[src/fid_pkg.sv]
// Shared types and constants for the 14-bit instruction decoder and sequencer.
// Assumes one core clock per oscillator period and a synchronous register file.
package fid_pkg;

    localparam int INSTR_W = 14;
    localparam int PC_W = 11;
    localparam int DATA_W = 8;
    localparam int FADDR_W = 7;
    localparam int STK_D = 8;
    localparam int STK_AW = 3;
    // Four oscillator periods make one instruction cycle
    localparam int QUAD_N = 4;

    localparam logic [INSTR_W-1:0] NOP_WORD = 14'h0000;
    localparam logic [6:0] CTL_RETURN = 7'h08;
    localparam logic [6:0] CTL_RETFIE = 7'h09;
    localparam logic [6:0] CTL_SLEEP = 7'h63;
    localparam logic [6:0] CTL_CLRWDT = 7'h64;

    // Field positions of the instruction word
    localparam int F_LSB = 0;
    localparam int D_BIT = 7;
    localparam int B_LSB = 7;
    localparam int K_LSB = 0;

    typedef enum logic [1:0] {
        GRP_BYTE = 2'b00,
        GRP_BIT = 2'b01,
        GRP_LIT = 2'b10
    } fid_grp_e;

    typedef enum logic [1:0] {
        PH_DEC = 2'b00,
        PH_READ = 2'b01,
        PH_EXEC = 2'b10,
        PH_WRITE = 2'b11
    } fid_phase_e;

    typedef enum logic [3:0] {
        OP_ADD = 4'h0, OP_SUB = 4'h1, OP_AND = 4'h2, OP_IOR = 4'h3,
        OP_XOR = 4'h4, OP_COM = 4'h5, OP_DEC = 4'h6, OP_INC = 4'h7,
        OP_PASSA = 4'h8, OP_PASSB = 4'h9, OP_ZERO = 4'hA, OP_RL = 4'hB,
        OP_RR = 4'hC, OP_SWAP = 4'hD, OP_BCLR = 4'hE, OP_BSET = 4'hF
    } fid_alu_e;

    typedef enum logic [1:0] {
        SK_NONE = 2'b00,
        SK_ZERO = 2'b01,
        SK_BITCLR = 2'b10,
        SK_BITSET = 2'b11
    } fid_skip_e;

    typedef enum logic [1:0] {
        BR_NONE = 2'b00,
        BR_GOTO = 2'b01,
        BR_CALL = 2'b10,
        BR_RET = 2'b11
    } fid_br_e;

    typedef struct packed {
        fid_grp_e grp;
        fid_alu_e op;
        logic uses_f;
        logic wr_f;
        logic wr_w;
        logic lit;
        logic fl_c;
        logic fl_dc;
        logic fl_z;
        fid_skip_e skip;
        fid_br_e br;
        logic sleep;
        logic clrwdt;
    } fid_dec_s;

    typedef struct packed {
        fid_phase_e q;
        logic [PC_W-1:0] pc;
        logic [INSTR_W-1:0] ir;
        logic [DATA_W-1:0] opnd;
        logic [DATA_W-1:0] res;
        logic rc;
        logic rdc;
        logic rz;
        logic rskip;
        logic [DATA_W-1:0] w;
        logic c;
        logic dc;
        logic z;
        logic timeout_flag;
        logic powerdown_flag;
        logic [STK_AW-1:0] sp;
        logic [STK_D-1:0][PC_W-1:0] stack;
    } fid_state_s;

    localparam fid_state_s ST_RST = '{q: PH_DEC, pc: '0, ir: NOP_WORD, opnd: '0, res: '0,
                                      rc: 1'b0, rdc: 1'b0, rz: 1'b0, rskip: 1'b0, w: '0,
                                      c: 1'b0, dc: 1'b0, z: 1'b0, timeout_flag: 1'b1,
                                      powerdown_flag: 1'b1, sp: '0, stack: '0};

endpackage

[src/fid_alu.sv]
// Combinational 8-bit arithmetic and logic unit of the core.
// Assumes operand a is the file or literal value and b the working register.
`timescale 1ns/1ps

module fid_alu (
    input wire fid_pkg::fid_alu_e op,
    input wire logic [7:0] a,
    input wire logic [7:0] b,
    input wire logic cin,
    input wire logic [2:0] bsel,
    output logic [7:0] y,
    output logic cout,
    output logic dcout,
    output logic zout
);

    logic [8:0] sum;
    logic [4:0] nib;
    logic [7:0] mask;

    always_comb begin
        mask = 8'h01 << bsel;
        sum = 9'h000;
        nib = 5'h00;
        y = a;
        cout = cin;
        dcout = 1'b0;
        unique case (op)
            fid_pkg::OP_ADD: begin
                sum = {1'b0, a} + {1'b0, b};
                nib = {1'b0, a[3:0]} + {1'b0, b[3:0]};
                y = sum[7:0];
                cout = sum[8];
                dcout = nib[4];
            end
            fid_pkg::OP_SUB: begin
                // Carry reads as not-borrow
                sum = {1'b0, a} + {1'b0, ~b} + 9'h001;
                nib = {1'b0, a[3:0]} + {1'b0, ~b[3:0]} + 5'h01;
                y = sum[7:0];
                cout = sum[8];
                dcout = nib[4];
            end
            fid_pkg::OP_AND: y = a & b;
            fid_pkg::OP_IOR: y = a | b;
            fid_pkg::OP_XOR: y = a ^ b;
            fid_pkg::OP_COM: y = ~a;
            fid_pkg::OP_DEC: y = a - 8'h01;
            fid_pkg::OP_INC: y = a + 8'h01;
            fid_pkg::OP_PASSA: y = a;
            fid_pkg::OP_PASSB: y = b;
            fid_pkg::OP_ZERO: y = 8'h00;
            fid_pkg::OP_RL: begin
                y = {a[6:0], cin};
                cout = a[7];
            end
            fid_pkg::OP_RR: begin
                y = {cin, a[7:1]};
                cout = a[0];
            end
            fid_pkg::OP_SWAP: y = {a[3:0], a[7:4]};
            fid_pkg::OP_BCLR: y = a & ~mask;
            fid_pkg::OP_BSET: y = a | mask;
        endcase
        zout = (y == 8'h00);
    end

endmodule

[src/fid_core.sv]
// Instruction decoder and four-phase sequencer of an 8-bit core.
// Assumes instruction memory answers fetch_addr within the cycle and the register
// file returns file_rd_data in the clock after file_rd_en.
`timescale 1ns/1ps

// Function
// RL1: Every instruction is one 14-bit word of opcode plus operand fields.
// RL2: Each word falls into byte, bit, or literal/control group, never two.
// RL3: Byte operations store to W when d is 0, to the file when 1.
// RL4: File address operand spans 0x00 to 0x7F in the selected bank.
// RL5: Bit operations act on one bit chosen by the bit field.
// RL6: Literals are 8 bits for data, 11 bits for branch targets.
// RL7: Don't-care bits never change how a word decodes.
// RL8: One instruction cycle lasts four oscillator periods.
// RL9: One cycle per instruction; taken skip or PC change adds a NOP cycle.
// RL10: Every file operand is read, modified, then stored, even pure writes.
// RL11: Clearing the port still reads it, clearing its pending change condition.
// RL12: Port read-modify-write takes its value from the pin levels.
// RL13: Writing the timer count clears the prescaler when assigned to it.
// RL14: The flush cycle discards the prefetch and fetches the new PC.
// RL15: Carry, digit carry and zero change only for defining ops, at write.
module fid_core #(
    parameter logic [6:0] PORT_ADDR = 7'h05,
    parameter logic [6:0] TIMER_ADDR = 7'h01
) (
    input wire logic clk,
    input wire logic rst,
    output logic [fid_pkg::PC_W-1:0] fetch_addr,
    input wire logic [fid_pkg::INSTR_W-1:0] instr_data,
    output logic [fid_pkg::FADDR_W-1:0] file_addr,
    output logic file_rd_en,
    input wire logic [7:0] file_rd_data,
    output logic file_wr_en,
    output logic [7:0] file_wr_data,
    input wire logic [7:0] pin_level,
    input wire logic prescaler_on_timer,
    output logic prescaler_clr,
    output fid_pkg::fid_grp_e instr_group,
    output logic cycle_end,
    output logic flush,
    output logic sleep_req,
    output logic wdt_clear,
    output logic [7:0] w_reg,
    output logic carry_flag,
    output logic digit_carry_flag,
    output logic zero_flag,
    output logic timeout_flag,
    output logic powerdown_flag
);

    if (PORT_ADDR == TIMER_ADDR) begin : g_chk_addr
        $error("Port and timer addresses must differ");
    end

    ////////////////////////////////////////////////////////////////////////////
    // Decode

    function automatic fid_pkg::fid_dec_s decode(input logic [13:0] ir);
        fid_pkg::fid_dec_s d;
        d = '0;
        d.grp = fid_pkg::GRP_BYTE;
        d.op = fid_pkg::OP_PASSA;
        d.skip = fid_pkg::SK_NONE;
        d.br = fid_pkg::BR_NONE;
        // Only the leading bits pick the group [RL1] [RL2]
        unique case (ir[13:12])
            2'b00: begin
                d.uses_f = 1'b1;
                d.wr_f = ir[fid_pkg::D_BIT];  // [RL3]
                d.wr_w = ~ir[fid_pkg::D_BIT];  // [RL3]
                d.fl_z = 1'b1;
                unique case (ir[11:8])
                    4'h0: begin
                        d.op = fid_pkg::OP_PASSB;
                        d.fl_z = 1'b0;
                        d.wr_w = 1'b0;
                        if (!ir[fid_pkg::D_BIT]) begin
                            d.uses_f = 1'b0;
                            d.br = (ir[6:0] == fid_pkg::CTL_RETURN || ir[6:0] == fid_pkg::CTL_RETFIE)
                                ? fid_pkg::BR_RET : fid_pkg::BR_NONE;
                            d.sleep = (ir[6:0] == fid_pkg::CTL_SLEEP);
                            d.clrwdt = (ir[6:0] == fid_pkg::CTL_CLRWDT);
                        end
                    end
                    4'h1: begin
                        d.op = fid_pkg::OP_ZERO;
                        d.uses_f = ir[fid_pkg::D_BIT];  // Clear-W ignores f [RL7]
                    end
                    4'h2: {d.op, d.fl_c, d.fl_dc} = {fid_pkg::OP_SUB, 2'b11};
                    4'h3: d.op = fid_pkg::OP_DEC;
                    4'h4: d.op = fid_pkg::OP_IOR;
                    4'h5: d.op = fid_pkg::OP_AND;
                    4'h6: d.op = fid_pkg::OP_XOR;
                    4'h7: {d.op, d.fl_c, d.fl_dc} = {fid_pkg::OP_ADD, 2'b11};
                    4'h8: d.op = fid_pkg::OP_PASSA;
                    4'h9: d.op = fid_pkg::OP_COM;
                    4'hA: d.op = fid_pkg::OP_INC;
                    4'hB: {d.op, d.fl_z, d.skip} = {fid_pkg::OP_DEC, 1'b0, fid_pkg::SK_ZERO};
                    4'hC: {d.op, d.fl_z, d.fl_c} = {fid_pkg::OP_RR, 2'b01};
                    4'hD: {d.op, d.fl_z, d.fl_c} = {fid_pkg::OP_RL, 2'b01};
                    4'hE: {d.op, d.fl_z} = {fid_pkg::OP_SWAP, 1'b0};
                    4'hF: {d.op, d.fl_z, d.skip} = {fid_pkg::OP_INC, 1'b0, fid_pkg::SK_ZERO};
                endcase
            end
            2'b01: begin
                d.grp = fid_pkg::GRP_BIT;
                d.uses_f = 1'b1;
                d.wr_f = ~ir[11];
                d.op = ir[11] ? fid_pkg::OP_PASSA : (ir[10] ? fid_pkg::OP_BSET : fid_pkg::OP_BCLR);  // [RL5]
                d.skip = ir[11] ? (ir[10] ? fid_pkg::SK_BITSET : fid_pkg::SK_BITCLR) : fid_pkg::SK_NONE;
            end
            2'b10: begin
                d.grp = fid_pkg::GRP_LIT;
                d.br = ir[11] ? fid_pkg::BR_GOTO : fid_pkg::BR_CALL;  // 11-bit target [RL6]
            end
            2'b11: begin
                d.grp = fid_pkg::GRP_LIT;
                d.lit = 1'b1;  // 8-bit literal [RL6]
                d.wr_w = 1'b1;
                d.fl_z = 1'b1;
                // Low bits marked x are left out of every match [RL7]
                casez (ir[11:8])
                    4'b00??: d.fl_z = 1'b0;
                    4'b01??: {d.fl_z, d.br} = {1'b0, fid_pkg::BR_RET};
                    4'b1000: d.op = fid_pkg::OP_IOR;
                    4'b1001: d.op = fid_pkg::OP_AND;
                    4'b1010: d.op = fid_pkg::OP_XOR;
                    4'b110?: {d.op, d.fl_c, d.fl_dc} = {fid_pkg::OP_SUB, 2'b11};
                    4'b111?: {d.op, d.fl_c, d.fl_dc} = {fid_pkg::OP_ADD, 2'b11};
                    default: {d.wr_w, d.fl_z} = 2'b00;
                endcase
            end
        endcase
        return d;
    endfunction

    ////////////////////////////////////////////////////////////////////////////
    // Sequencer state

    fid_pkg::fid_state_s st;
    fid_pkg::fid_state_s next_st;
    fid_pkg::fid_dec_s dec;
    logic [7:0] rd_val;
    logic [7:0] alu_a;
    logic [7:0] alu_y;
    logic alu_c;
    logic alu_dc;
    logic alu_z;
    logic taken;

    assign dec = decode(st.ir);
    // Port reads see the pins, not the output latch [RL12]
    assign rd_val = (st.ir[6:0] == PORT_ADDR) ? pin_level : file_rd_data;
    assign alu_a = dec.lit ? st.ir[7:0] : rd_val;
    assign taken = st.rskip || (dec.br != fid_pkg::BR_NONE);  // [RL9]

    fid_alu u_alu (
        .op(dec.op),
        .a(alu_a),
        .b(st.w),
        .cin(st.c),
        .bsel(st.ir[9:7]),
        .y(alu_y),
        .cout(alu_c),
        .dcout(alu_dc),
        .zout(alu_z)
    );

    always_comb begin
        next_st = st;
        unique case (st.q)  // [RL8]
            fid_pkg::PH_DEC: next_st.q = fid_pkg::PH_READ;
            fid_pkg::PH_READ: next_st.q = fid_pkg::PH_EXEC;
            fid_pkg::PH_EXEC: begin
                next_st.q = fid_pkg::PH_WRITE;
                next_st.opnd = alu_a;  // [RL10]
                next_st.res = alu_y;
                next_st.rc = alu_c;
                next_st.rdc = alu_dc;
                next_st.rz = alu_z;
                unique case (dec.skip)
                    fid_pkg::SK_NONE: next_st.rskip = 1'b0;
                    fid_pkg::SK_ZERO: next_st.rskip = alu_z;
                    fid_pkg::SK_BITCLR: next_st.rskip = ~alu_a[st.ir[9:7]];
                    fid_pkg::SK_BITSET: next_st.rskip = alu_a[st.ir[9:7]];
                endcase
            end
            fid_pkg::PH_WRITE: begin
                next_st.q = fid_pkg::PH_DEC;
                next_st.rskip = 1'b0;
                if (dec.wr_w) begin
                    next_st.w = st.res;  // [RL3]
                end
                // Flags land together with the result [RL15]
                if (dec.fl_c) begin
                    next_st.c = st.rc;
                end
                if (dec.fl_dc) begin
                    next_st.dc = st.rdc;
                end
                if (dec.fl_z) begin
                    next_st.z = st.rz;
                end
                if (dec.clrwdt) begin
                    {next_st.timeout_flag, next_st.powerdown_flag} = 2'b11;
                end
                if (dec.sleep) begin
                    {next_st.timeout_flag, next_st.powerdown_flag} = 2'b10;
                end
                unique case (dec.br)
                    fid_pkg::BR_NONE: next_st.pc = st.pc + 11'h001;
                    fid_pkg::BR_GOTO: next_st.pc = st.ir[10:0];
                    fid_pkg::BR_CALL: begin
                        // Oldest return address is overwritten on overflow
                        next_st.stack[st.sp] = st.pc;
                        next_st.sp = st.sp + 3'h1;
                        next_st.pc = st.ir[10:0];
                    end
                    fid_pkg::BR_RET: begin
                        next_st.sp = st.sp - 3'h1;
                        next_st.pc = st.stack[st.sp - 3'h1];
                    end
                endcase
                // Prefetched word is dropped and replaced by a NOP [RL9] [RL14]
                next_st.ir = taken ? fid_pkg::NOP_WORD : instr_data;
            end
        endcase
    end

    always_ff @(posedge clk) begin
        if (rst) begin
            st <= fid_pkg::ST_RST;
        end else begin
            st <= next_st;
        end
    end

    ////////////////////////////////////////////////////////////////////////////
    // Outputs

    assign fetch_addr = st.pc;  // [RL14]
    assign file_addr = st.ir[6:0];  // [RL4]
    // Pure writes such as clear still read first [RL10] [RL11]
    assign file_rd_en = dec.uses_f && (st.q == fid_pkg::PH_READ);
    assign file_wr_en = dec.wr_f && (st.q == fid_pkg::PH_WRITE);
    assign file_wr_data = st.res;
    assign prescaler_clr = file_wr_en && (file_addr == TIMER_ADDR) && prescaler_on_timer;  // [RL13]
    assign instr_group = dec.grp;
    assign cycle_end = (st.q == fid_pkg::PH_WRITE);
    assign flush = cycle_end && taken;
    assign sleep_req = cycle_end && dec.sleep;
    assign wdt_clear = cycle_end && (dec.sleep || dec.clrwdt);
    assign w_reg = st.w;
    assign carry_flag = st.c;
    assign digit_carry_flag = st.dc;
    assign zero_flag = st.z;
    assign timeout_flag = st.timeout_flag;
    assign powerdown_flag = st.powerdown_flag;
endmodule

[config.mk]
export PLATFORM = sky130hd
export DESIGN_NAME = fid_core
export DESIGN_NICKNAME = d
export VERILOG_FILES = /design/src/fid_pkg.sv /design/src/fid_alu.sv /design/src/fid_core.sv
export SDC_FILE = /design/constraint.sdc
export NUM_CORES = 1
export LEC_CHECK = 0
export BUFFER_PORTS_ARGS = -buffer_cell sky130_fd_sc_hd__buf_4
export CAP_MARGIN = 20
export CELL_PAD_IN_SITES_DETAIL_PLACEMENT = 1
export CELL_PAD_IN_SITES_GLOBAL_PLACEMENT = 2
export CORE_AREA = 2 2 175 177
export CTS_CLUSTER_DIAMETER = 100
export DETAILED_ROUTE_END_ITERATION = 10
export DIE_AREA = 0 0 177 179
export MAX_ROUTING_LAYER = met4
export PLACE_DENSITY = 0.74
export SLEW_MARGIN = 20
export SYNTH_ARGS = -nofsm -noshare
export SYNTH_HDL_FRONTEND = slang
export SYNTH_SLANG_ARGS = --single-unit
[constraint.sdc]
create_clock -name clk -period 4.1 [get_ports clk]
set_input_delay 0.82 -clock clk [delete_from_list [all_inputs] [get_ports clk]]
set_output_delay 0.82 -clock clk [all_outputs]
set_load 0.02 [all_outputs]
## After elaboration in Yosys (flattened, before gate mapping)

Index checks and enable logic that the tools add are counted.

| word-level totals | value |
|---|---|
| bits of input ports | 33 |
| flip-flop bits (word level) | 143 |

| operators by class | value |
|---|---|
| equality and inequality tests | 51 |
| reduce and logical (&&, ||, !) cells | 41 |
| order comparisons | 4 |
| add/sub/neg operators | 11 |
| shift operators | 1 |
| bitwise operators | 12 |
| mux-type cells | 50 |

Operators with widths:

| cell | count |
|---|---|
| case mux 8 bit (16 select lines) | 1 |
| bitwise mux 88 bit | 1 |
| == test 4 bit (second input constant) | 16 |
| case mux 4 bit (14 select lines) | 1 |
| binary-select mux 11 bit (select 3 bit) | 1 |
| demux 11 bit (select 3 bit) | 1 |
| case mux 11 bit (3 select lines) | 1 |
| == test 4 x 3 -> 1 bit (second input constant) | 8 |
| inverter 8 bit | 3 |
| 2-to-1 mux 11 bit | 2 |
| case mux 4 bit (5 select lines) | 1 |
| adder 8 x 8 -> 9 bit | 2 |
| bitwise AND 8 bit | 2 |
| == test 2 bit (second input constant) | 8 |
| == test 4 x 2 -> 1 bit (second input constant) | 4 |
| 2-to-1 mux 2 bit | 8 |
| 2-to-1 mux 8 bit | 2 |
| bitwise OR 8 bit | 2 |
| == test 7 x 4 -> 1 bit (second input constant) | 2 |
| == test 7 bit (second input constant) | 2 |
| 2-to-1 mux 14 bit | 1 |
| AND reduction 2 bit | 7 |
| OR reduction 2 bit | 7 |
| less-than comparator 3 x 4 -> 1 bit (second input constant) | 3 |
| other kinds (39) | 84 |

## Logic depth before layout (Yosys ltp)

Gate-level depths: netlist (run 1).

| depth | value |
|---|---|
| depth after elaboration | 9 |
| mapped depth | 22 |
| depth with buffers taken out | 19 |

## Cells and area by module

From an unflattened synthesis (run 1), not the netlist that was laid out.

| unflattened totals | value |
|---|---|
| cell total of the unflattened synthesis | 1118 |
| area total of the unflattened synthesis | 9716.8 µm² |

By module, submodules not included:

| module | area an instance (µm²) | cells each | times used | sequential area each (µm²) |
|---|---|---|---|---|
| fid_core | 7354.6 | 792 | 1 | 2842.7 |
| fid_alu | 2362.3 | 326 | 1 | 0.0 |

## Least setup slack after synthesis (run 1)

No wires, ideal clock.

| timing path | value |
|---|---|
| kind | register -> register |
| start | reg st[137] (netlist name) |
| end | reg st[104] (netlist name) |
| stages on the path, launching flop included | 22 |
| required time | 4.030 ns |
| data arrival time | 4.073 ns |
| setup time | 0.070 ns |
| slack | -0.043 ns |
| cell sequence | dfxtp_1 -> inv_1 -> ha_1 -> clkbuf_1 -> nand4bb_1 -> o211ai_2 -> o21ai_2 -> and3_1 -> clkbuf_1 -> nand2_1 -> fa_1 -> a21oi_1 -> o21ai_0 -> o21a_1 -> nor2_1 -> xnor2_1 -> a21oi_1 -> o311ai_0 -> o32a_1 -> nor3_2 -> nand4b_1 -> a21oi_1 |

| on the way | value |
|---|---|
| word-level cells in the longest chain between the ends | 9 |
| elaborated cells on any way between the ends | 45 |
| classes of those cells | add/sub (5); eq/ne (20); mux (9); bitwise (7); reduce/logical (4) |

RTL lines:

| element | line | RTL |
|---|---|---|
| start, declared | fid_core.sv:140 | `fid_pkg::fid_state_s st;` |
| start signal, assigned | fid_core.sv:232 | `st <= fid_pkg::ST_RST;` |
| start signal, assigned | fid_core.sv:234 | `st <= next_st;` |
| == test 2 bit | fid_core.sv:66 | `unique case (ir[13:12])` |
| 2-to-1 mux 1 bit | fid_core.sv:66 |  |
| 2-to-1 mux 8 bit | fid_core.sv:154 | `assign alu_a = dec.lit ? st.ir[7:0] : rd_val;` |
| adder 8 x 8 -> 9 bit | fid_alu.sv:38 | `sum = {1'b0, a} + {1'b0, ~b} + 9'h001;` |
| adder 9 x 1 -> 9 bit | fid_alu.sv:38 |  |
| case mux 8 bit (16 select lines) | fid_alu.sv:28 | `unique case (op)` |
| zero test 8 bit | fid_alu.sv:65 | `zout = (y == 8'h00);` |
| case mux 1 bit (4 select lines) (*) | fid_core.sv:181 | `unique case (dec.skip)` |
| case mux 1 bit (2 select lines) (*) | fid_core.sv:171 | `unique case (st.q)` |

Every way passes the cells marked *; elsewhere a longest branch is shown, timed or not. The select of a mux whose other input is x is not followed.
A chain may end at the register's enable or synchronous reset.

## Worst setup path in the final report (run 1)

Ends and elaborated chain as after synthesis.

==> reports/summary.txt, run 1 <==
fin crit period = 3.92 ns
CTS tree = yes
post-synthesis register bit count = 142
CP Launch Type = flop
DIE AREA = 31700 µm²
first-pass GRT wire length = 54.6 mm
Setup CP Type = reg -> reg
Synth Area in XOR/XNOR = 0.0191
Die Wd = 177 µm
drt pass-1 iters = 6
setup_tns = 0 ns
layout cells sized above 1 = 0.226
number of remaining DRC errors = 0
Adder-Cell Fraction of Synth Area = 0.0562
Post-Syn Instances = 1172
fin nets = 1305
routability cong. = 0.966
Ports = 81
Yosys cell types = 102
htree depth = 4
leakage = 0.00427 µW
CP cell instances = inv_1 -> ha_2 -> or2_2 -> o211ai_2 -> o21ai_2 -> and3_1 -> nand2_2 -> ha_2 -> a21oi_2 -> o21ai_0 -> o21a_1 -> nor2_1 -> xnor2_1 -> a21oi_1 -> o311ai_0 -> o32a_1 -> nor3_2 -> nand4b_1 -> a21oi_1
largest net degree at the start of global routing = 117
most flop-heavy register = st
final setup vio count = 0
simple-gate share of the synthesized area = 0.198
hpwl dp = 26.3 mm
Syn Area/Cell = 8.29 µm²
Async SR Flop Fraction = 0
slew of the pin with the lowest slew margin = 0.935 ns
sw frac = 0.284
Yosys top cell area share = 0.293
CP required = 4.45 ns
Pint = 2420 µW
largest cells by area after synthesis = dfxtp_1 (29%), mux2i_1 (6.8%), nand2_1 (6.4%), mux4_2 (5.6%), ha_1 (4.9%)
Top FF cell, synth = dfxtp_1
Power Density = 296 nW/µm²
TritonCTS Sinks = 142
Initial Util = 0.323
Worst EP arrival = 4.26 ns
via/cell ratio = 5.62
sw power = 957 µW
final core utilization = 0.380
via count = 9212
number of synthesized flops with an enable pin = 0
post-synthesis sequential area ratio = 0.293
max reg flops = 104
ant diodes = 0
synthesized area = 9710 µm²
Final Hold Vio Count = 0
maximum clock frequency = 255 MHz
DR iter-0 viols = 675
Post-synth top cells = nand2_1 (165), dfxtp_1 (142), nor2_1 (112)
syn nets = 1246
CORE AREA = 30000 µm²
cell count after placement = 1606
main combinational cell family by area after synthesis = compound AO/OA/AOI/OAI gates
port bufs = 79
status = finished clean
max-slew violations = 0
vias in the first global route = 9052
clock tree buffer depth = 2
Peak VDD IR = 0.220 mV
Synth area leader = dfxtp_1
Logic pwr share = 0.132
Slew HR = 0.374
part of the power in the clock network = 0.453
period utilization = 0.955
crit path max-delay cell type = dfxtp_1
Max Cap Viol = 0
Clock Tree Root = clkbuf_16
Die Span Y = 179 µm
row count = 64
sequential share of power = 0.415
most frequent cell after synthesis = nand2_1
final WL = 36.1 mm
clock latency on the worst-skew pair = 0.44 ns
drt wl/cell = 22.0 µm
Routed Antenna Nets = 0
synthesis-to-layout area growth = 17.5%
CP endpoint kind = flop
Max stage delay on crit path = 0.38 ns
hold crit path type = reg -> reg
GRT Total Usage = 0.233
Non-Filler Instances = 1640
Final Skew = 0.0292 ns
Num CTS Buffers = 17
synth warn = 0
antenna violations before repair = 0
CP Max Fanout = 8
compound-cell area share of the yosys netlist = 0.220
grt ovf = 0
clock slew at reported path FFs = 0.06 ns
post-synthesis mux area share = 0.127
-- cell type report --
type	instances	area [µm²]
fill	3570	18600
multi-input combinational	863	6070
sequential	142	2850
timing repair buffer	167	1280
tap	396	495
clock buffer	18	429
inverter	40	150
clock inverter	14	146
-- layer usage --
metal  global-route usage  up-vias  share of wire  routed length [µm]
li1                     -     4264              -                   -
met4               0.0620        0          0.018                 637
met1                0.314     4625           0.47               16800
met2                0.352      278           0.45               16200
met3               0.0492       45          0.067                2440
met5                    -        -              0                   0
-- kinds of logic after synthesis --
kind of cell    Yosys count
simple gates            406
fa+ha+maj                42
mux                      93
flops                   142
other cells               1
compound gates          302
xor+xnor                 19
buf+inv                 167
-- per-stage QoR --
stage / area, µm² / power [µW] / hold slack, ns / setup WS [ns]
floorplan: 9710 / 1700 / 0.433 / 0.0255
global placement: 10800 / 1870 / 0.439 / 0.138
detailed placement: 10800 / 1870 / 0.448 / 0.0164
CTS: 11400 / 3410 / 0.457 / 0.0103
global route: 11400 / 3510 / 0.477 / -0.0284
finish: 11400 / 3380 / 0.456 / 0.185
-- worst max-delay path, delay by kind of cell (launching register included) --
kind | cells | cell delay (ns)
and+or+nand+nor | 6 | 1.08
DFF | 1 | 0.38
AOI/OAI and AO/OA | 9 | 1.63
xor gates and xnor gates | 1 | 0.08
adders and majority gates | 2 | 0.58
buffers and inverters | 1 | 0.09
-- timing repair --
item                       CTS  global route
setup buffers                0             2
pin swaps                    0             2
gates cloned                 0             0
setup endpoints to repair    1             5
gates resized for setup      1            12
hold buffers                 0             0
-- placed cells by master (no fill, tap or decap), types with 11 or more instances in the layout --
| master | Yosys | routed |
|---|---|---|
| buf_4 | 39 | 165 |
| nand2_1 | 165 | 164 |
| dfxtp_1 | 142 | 140 |
| nor2_1 | 112 | 112 |
| a21oi_1 | 92 | 91 |
| mux2i_1 | 66 | 66 |
| o21ai_0 | 43 | 42 |
| inv_1 | 36 | 36 |
| ha_1 | 38 | 35 |
| nand3_1 | 25 | 25 |
| mux4_2 | 24 | 24 |
| a22o_1 | 19 | 19 |
| nor3_1 | 17 | 17 |
| clkbuf_16 | 0 | 17 |
| a22oi_1 | 16 | 16 |
| nor2b_1 | 12 | 12 |
| nand2b_1 | 11 | 11 |
| a211oi_1 | 11 | 11 |
-- power groups by stage --
stage               logic, µW  registers, µW  clock network, µW
global placement          435           1430                  0
CTS                       437           1400               1570
floorplan                 275           1420                  0
finish                    446           1400               1530
detailed placement        435           1430                  0
global route              479           1400               1630
-- worst paths after layout --
kind / from / end / slack (ns) / cells after the start
max: st[137] / st[104] / 0.18 / 19
min: st[51] / st[51] / 0.46 / 2
max reg2reg: st[137] / st[104] / 0.18 / 19
min reg2reg: st[51] / st[51] / 0.46 / 2
No activity file was read; power rests on OpenSTA's default activity.
==> run 2, diff against run 1 <==
PLACE_DENSITY = default   (was 0.74)
PLACE_DENSITY_LB_ADDON = 0.25   (was default)
SETUP_SLACK_MARGIN = 0.02   (was default)
==> run 2 against run 1 <==
Sequential share of layout area is essentially flat. Clock-buffer cell count down 1. Clock skew fell by 0.0068 ns. Flip-flop and latch count stayed put. Critical path depth is the same. Wire length grew 0.53%. Fmax up 2.0%. Non-clock buffer count stayed put. Critical endpoint is now st[105].
==> reports/summary.txt, run 2 (same netlist as run 1, synthesis figures left out) <==
status = finished clean
hpwl dp = 26.5 mm
fin crit period = 3.84 ns
first-pass GRT wire length = 55.7 mm
Setup CP Type = reg -> reg
leakage = 0.00429 µW
r2r worst-path depth = 19
max reg flops = 104
final core utilization = 0.381
TritonCTS Sinks = 142
CORE AREA = 30000 µm²
largest net degree at the start of global routing = 58
hold endpoint = st[9]
final setup vio count = 0
antenna violations before repair = 0
hold crit path type = reg -> reg
CTS tree = yes
via/cell ratio = 5.54
Final Skew = 0.0224 ns
CP Launch Type = flop
Worst EP arrival = 4.15 ns
via count = 9081
Routed Antenna Nets = 0
final WL = 36.3 mm
CP Max Fanout = 8
htree depth = 4
CP required = 4.41 ns
commonest non-fill, non-tap cell in the layout = buf_4
clock slew at reported path FFs = 0.07 ns
layout cells sized above 1 = 0.232
Hold WS = 0.454 ns
reg2reg setup slack = 0.26 ns
GRT Total Usage = 0.237
hold buffer count at cts = 0
drt pass-1 iters = 6
Peak VDD IR = 0.187 mV
Die Span Y = 179 µm
CP endpoint kind = flop
DR iter-0 viols = 775
ant diodes = 0
Worst R2R End = st[105]
fin nets = 1305
number of remaining DRC errors = 0
clock latency on the worst-skew pair = 0.44 ns
Slew HR = 0.298
hold path start = st[9]
Ports = 81
port bufs = 79
most frequent cells in the layout = buf_4 (165), nand2_1 (163), dfxtp_1 (138)
clock tree buffer depth = 2
RR Startpoint = file_addr[1]
routability cong. = 0.901
drt wl/cell = 22.2 µm
Clock Tree Root = clkbuf_16
row count = 64
Die Wd = 177 µm
setup_tns = 0 ns
grt ovf = 0
most flop-heavy register = st
DIE AREA = 31700 µm²
slew of the pin with the lowest slew margin = 1.05 ns
period utilization = 0.936
hold depth = 2
max-slew violations = 0
maximum clock frequency = 261 MHz
synthesis-to-layout area growth = 17.7%
vias in the first global route = 8967
Final Hold Vio Count = 0
Initial Util = 0.323
Power Density = 301 nW/µm²
Max Cap Viol = 0
Num CTS Buffers = 17
run 2: changes by cell type in the layout (fill, tap and decap cells not counted), sizes merged:
| cell | before | now |
|---|---|---|
| clkinvlp | 2 | 1 |
| clkbuf | 18 | 17 |
| inv | 46 | 48 |
run 2: metrics by stage:
stage / area [µm²] / instances / setup slack, ns / power [µW]
after detailed placement: 10700 / 1604 / -0.0108 / 1860
after global placement: 10700 / 1604 / 0.102 / 1860
after CTS: 11400 / 1636 / 0.0527 / 3470
final: 11400 / 1640 / 0.262 / 3430
after global routing: 11400 / 1640 / -0.0651 / 3560
after floorplan: 9710 / 1172 / 0.0255 / 1700
run 2: area by class of cell:
| class | count | area [µm²] |
|---|---|---|
| Clock buffer | 17 | 425 |
| Clock inverter | 15 | 173 |
| Fill cell | 3593 | 18600 |
| Inverter | 40 | 150 |
| Multi-Input combinational cell | 863 | 6080 |
| Sequential cell | 142 | 2850 |
| Tap cell | 396 | 495 |
| Timing Repair Buffer | 167 | 1260 |
run 2: power by group:
group,leakage [µW],internal [µW],switching (µW)
logic,0.00285,169,270
clock network,0.000292,871,727
registers,0.00115,1390,11.2
total,0.00429,2430,1010
run 2: timing repair:
item | CTS | global route
endpoints found under the hold margin | 0 | 0
resized for setup | 3 | 20
pin swaps | 0 | 7
endpoints found under the setup margin | 1 | 6
buffers inserted | 0 | 4
run 2: worst max path at each step:
stage               endpoint  slack [ns]  cells past startpoint    startpoint
floorplan            st[104]        0.03                     22       st[137]
CTS                  st[104]        0.05                     18  file_addr[1]
finish               st[105]        0.26                     19  file_addr[1]
global route         st[105]       -0.07                     19  file_addr[1]
detailed placement   st[104]       -0.01                     20       st[137]
global placement     st[104]        0.10                     20       st[136]
run 2: layer usage:
layer	vias to the layer above	wire (µm)	track usage
met1	4506	18000	0.343
li1	4274	-	-
met5	-	0	-
met3	40	2390	0.0460
met4	0	476	0.0489
met2	261	15500	0.341
run 2: critical path: stages, from the launching register on:
cell and delay [ns]:
dfxtp_1 0.31, buf_4 0.17, nor4b_4 0.24, buf_4 0.19, a21boi_2 0.07, o31ai_4 0.33
inv_2 0.11, ha_1 0.24, nor2b_1 0.16, o21ai_0 0.33, a21oi_2 0.15, o21ai_0 0.19
buf_4 0.15, a21oi_1 0.09, o21ai_0 0.16, nand2_1 0.08, xor2_1 0.15, a22oi_2 0.28
nor4_1 0.09, a31o_1 0.22
==> run 3, diff against run 2 <==
CORE_AREA = 2 2 172 174   (was 2 2 175 177)
CTS_BUF_LIST = sky130_fd_sc_hd__clkbuf_2   (was default)
DIE_AREA = 0 0 174 176   (was 0 0 177 179)
==> run 3 against run 2 <==
Critical path depth is 4 lower. Critical path type unchanged. Critical endpoint is now st[104]. Wire length shrank 0.78%. Clock-buffer cell count unchanged. Global-route usage up 0.31 points. Highest routed layer unchanged.
==> reports/summary.txt, run 3 (same netlist as run 1, synthesis figures left out) <==
DIE AREA = 30600 µm²
first-pass GRT wire length = 55.6 mm
number of remaining DRC errors = 0
slew of the pin with the lowest slew margin = 0.904 ns
TritonCTS Sinks = 142
Worst EP arrival = 4.54 ns
fin crit period = 3.94 ns
antenna violations before repair = 1
routability cong. = 0.915
max reg flops = 104
CP dominant cell by count = o21a_1
Peak VDD IR = 0.190 mV
layout cells sized above 1 = 0.248
Slew HR = 0.395
Max stage delay on crit path = 0.60 ns
synthesis-to-layout area growth = 15.5%
Power Density = 246 nW/µm²
Final Power = 2760 µW
unrepaired setup endpoints after global routing = true
via count = 9060
Setup CP Type = reg -> reg
clock tree buffer depth = 2
max-slew violations = 0
hold crit path type = in -> reg
CTS tree = yes
crit path max-delay cell type = or4b_4
Die Wd = 174 µm
fin nets = 1313
Final Skew = 0.0669 ns
drt pass-1 iters = 6
final core utilization = 0.393
Ports = 81
Routed Antenna Nets = 0
Die Span Y = 176 µm
most flop-heavy register = st
CP cell instances = or4b_4 -> o21ai_2 -> a31oi_4 -> ha_1 -> nor2b_1 -> o21a_1 -> o21a_1 -> o32ai_1 -> a221oi_1 -> o21a_1 -> a32oi_1 -> buf_4 -> nor4_1 -> nand4b_1 -> a21oi_1
CP endpoint kind = flop
Initial Util = 0.340
clock slew at reported path FFs = 0.28 ns
period utilization = 0.960
hpwl dp = 26.5 mm
Crit path max-delay family = compound AO/OA/AOI/OAI gates
vias in the first global route = 8967
htree depth = 4
WP buf/inv = 1
largest net degree at the start of global routing = 68
via/cell ratio = 5.53
clock latency on the worst-skew pair = 0.73 ns
final setup vio count = 0
Max Cap Viol = 0
row count = 62
hold buffer count at cts = 0
reg2reg setup slack = 0.16 ns
CP Launch Type = flop
final WL = 36.0 mm
DR iter-0 viols = 681
port bufs = 79
commonest non-fill, non-tap cell in the layout = buf_4
most frequent cells in the layout = buf_4 (171), nand2_1 (164), dfxtp_1 (134)
grt ovf = 0
CP required = 4.71 ns
Final Hold Vio Count = 0
Num CTS Buffers = 17
GRT Total Usage = 0.240
maximum clock frequency = 254 MHz
CORE AREA = 28500 µm²
Clock Tree Root = clkbuf_2
leakage = 0.00420 µW
drt wl/cell = 22.0 µm
status = finished clean
CP Max Fanout = 6
-- run 3: cell types whose count changed in the layout (fill, tap and decap cells not counted), moves of 4 or more --
cell	change
clkbuf_16	-17
inv_6	+4
buf_4	+6
inv_2	+4
dfxtp_1	-4
clkbuf_2	+17
inv_1	-4
-- run 3: layout make-up --
type / instances / area, µm²
inverters: 40 / 150
flip-flops and latches: 142 / 2860
multi-input cells: 863 / 6150
diodes: 1 / 2.50
well taps: 384 / 480
repair buffers: 175 / 1330
clock inverters: 15 / 168
fillers: 3514 / 17300
clock buffers: 17 / 85.1
-- run 3: metal layers --
| metal | share of wire | track usage | vias to the layer above |
|---|---|---|---|
| met5 | 0 | - | - |
| met4 | 0.011 | 0.0455 | 0 |
| met3 | 0.054 | 0.0396 | 28 |
| met2 | 0.43 | 0.359 | 253 |
| met1 | 0.50 | 0.344 | 4491 |
| li1 | - | - | 4288 |
-- run 3: repair_timing --
action                                  in CTS  in global routing
endpoints found under the setup margin       3                  7
resized for setup                           11                 36
pin swaps                                    3                 15
endpoints found under the hold margin        0                  0
buffers inserted                             1                  7
-- run 3: worst reg2reg max path: stages (launching register included) --
cell and delay [ns]:
dfxtp_1 0.45, or4b_4 0.60, o21ai_2 0.18, a31oi_4 0.15, ha_1 0.34, nor2b_1 0.20, o21a_1 0.17, o21a_1 0.18
o32ai_1 0.11, a221oi_1 0.24, o21a_1 0.16, a32oi_1 0.11, buf_4 0.19, nor4_1 0.44, nand4b_1 0.17, a21oi_1 0.14
-- run 3: path summary, 6_finish.rpt --
path | start | endpoint | depth (start not counted)
setup / recovery | file_addr[5] | st[104] | 15
hold / removal | instr_data[7] | st[131] | 2
setup reg to reg | file_addr[5] | st[104] | 15
hold reg to reg | st[106] | digit_carry_flag | 2
-- run 3: report_power, final --
group          internal (µW)  switching [µW]
sequential              1390            12.3
combinational            181             273
clock                    254             642
total                   1830             927
-- run 3: through the flow --
step / hold WS [ns] / cell area (µm²) / worst slack, ns / TNS (ns) / cells
finish: 0.298 / 11200 / 0.164 / 0 / 1637
global route: 0.220 / 11200 / -0.0256 / -0.0288 / 1637
CTS: 0.231 / 11100 / 0.00950 / 0 / 1629
detailed placement: 0.449 / 10800 / -0.0531 / -0.0531 / 1596
global placement: 0.440 / 10800 / 0.0503 / 0 / 1596
floorplan: 0.433 / 9710 / 0.0255 / 0 / 1172
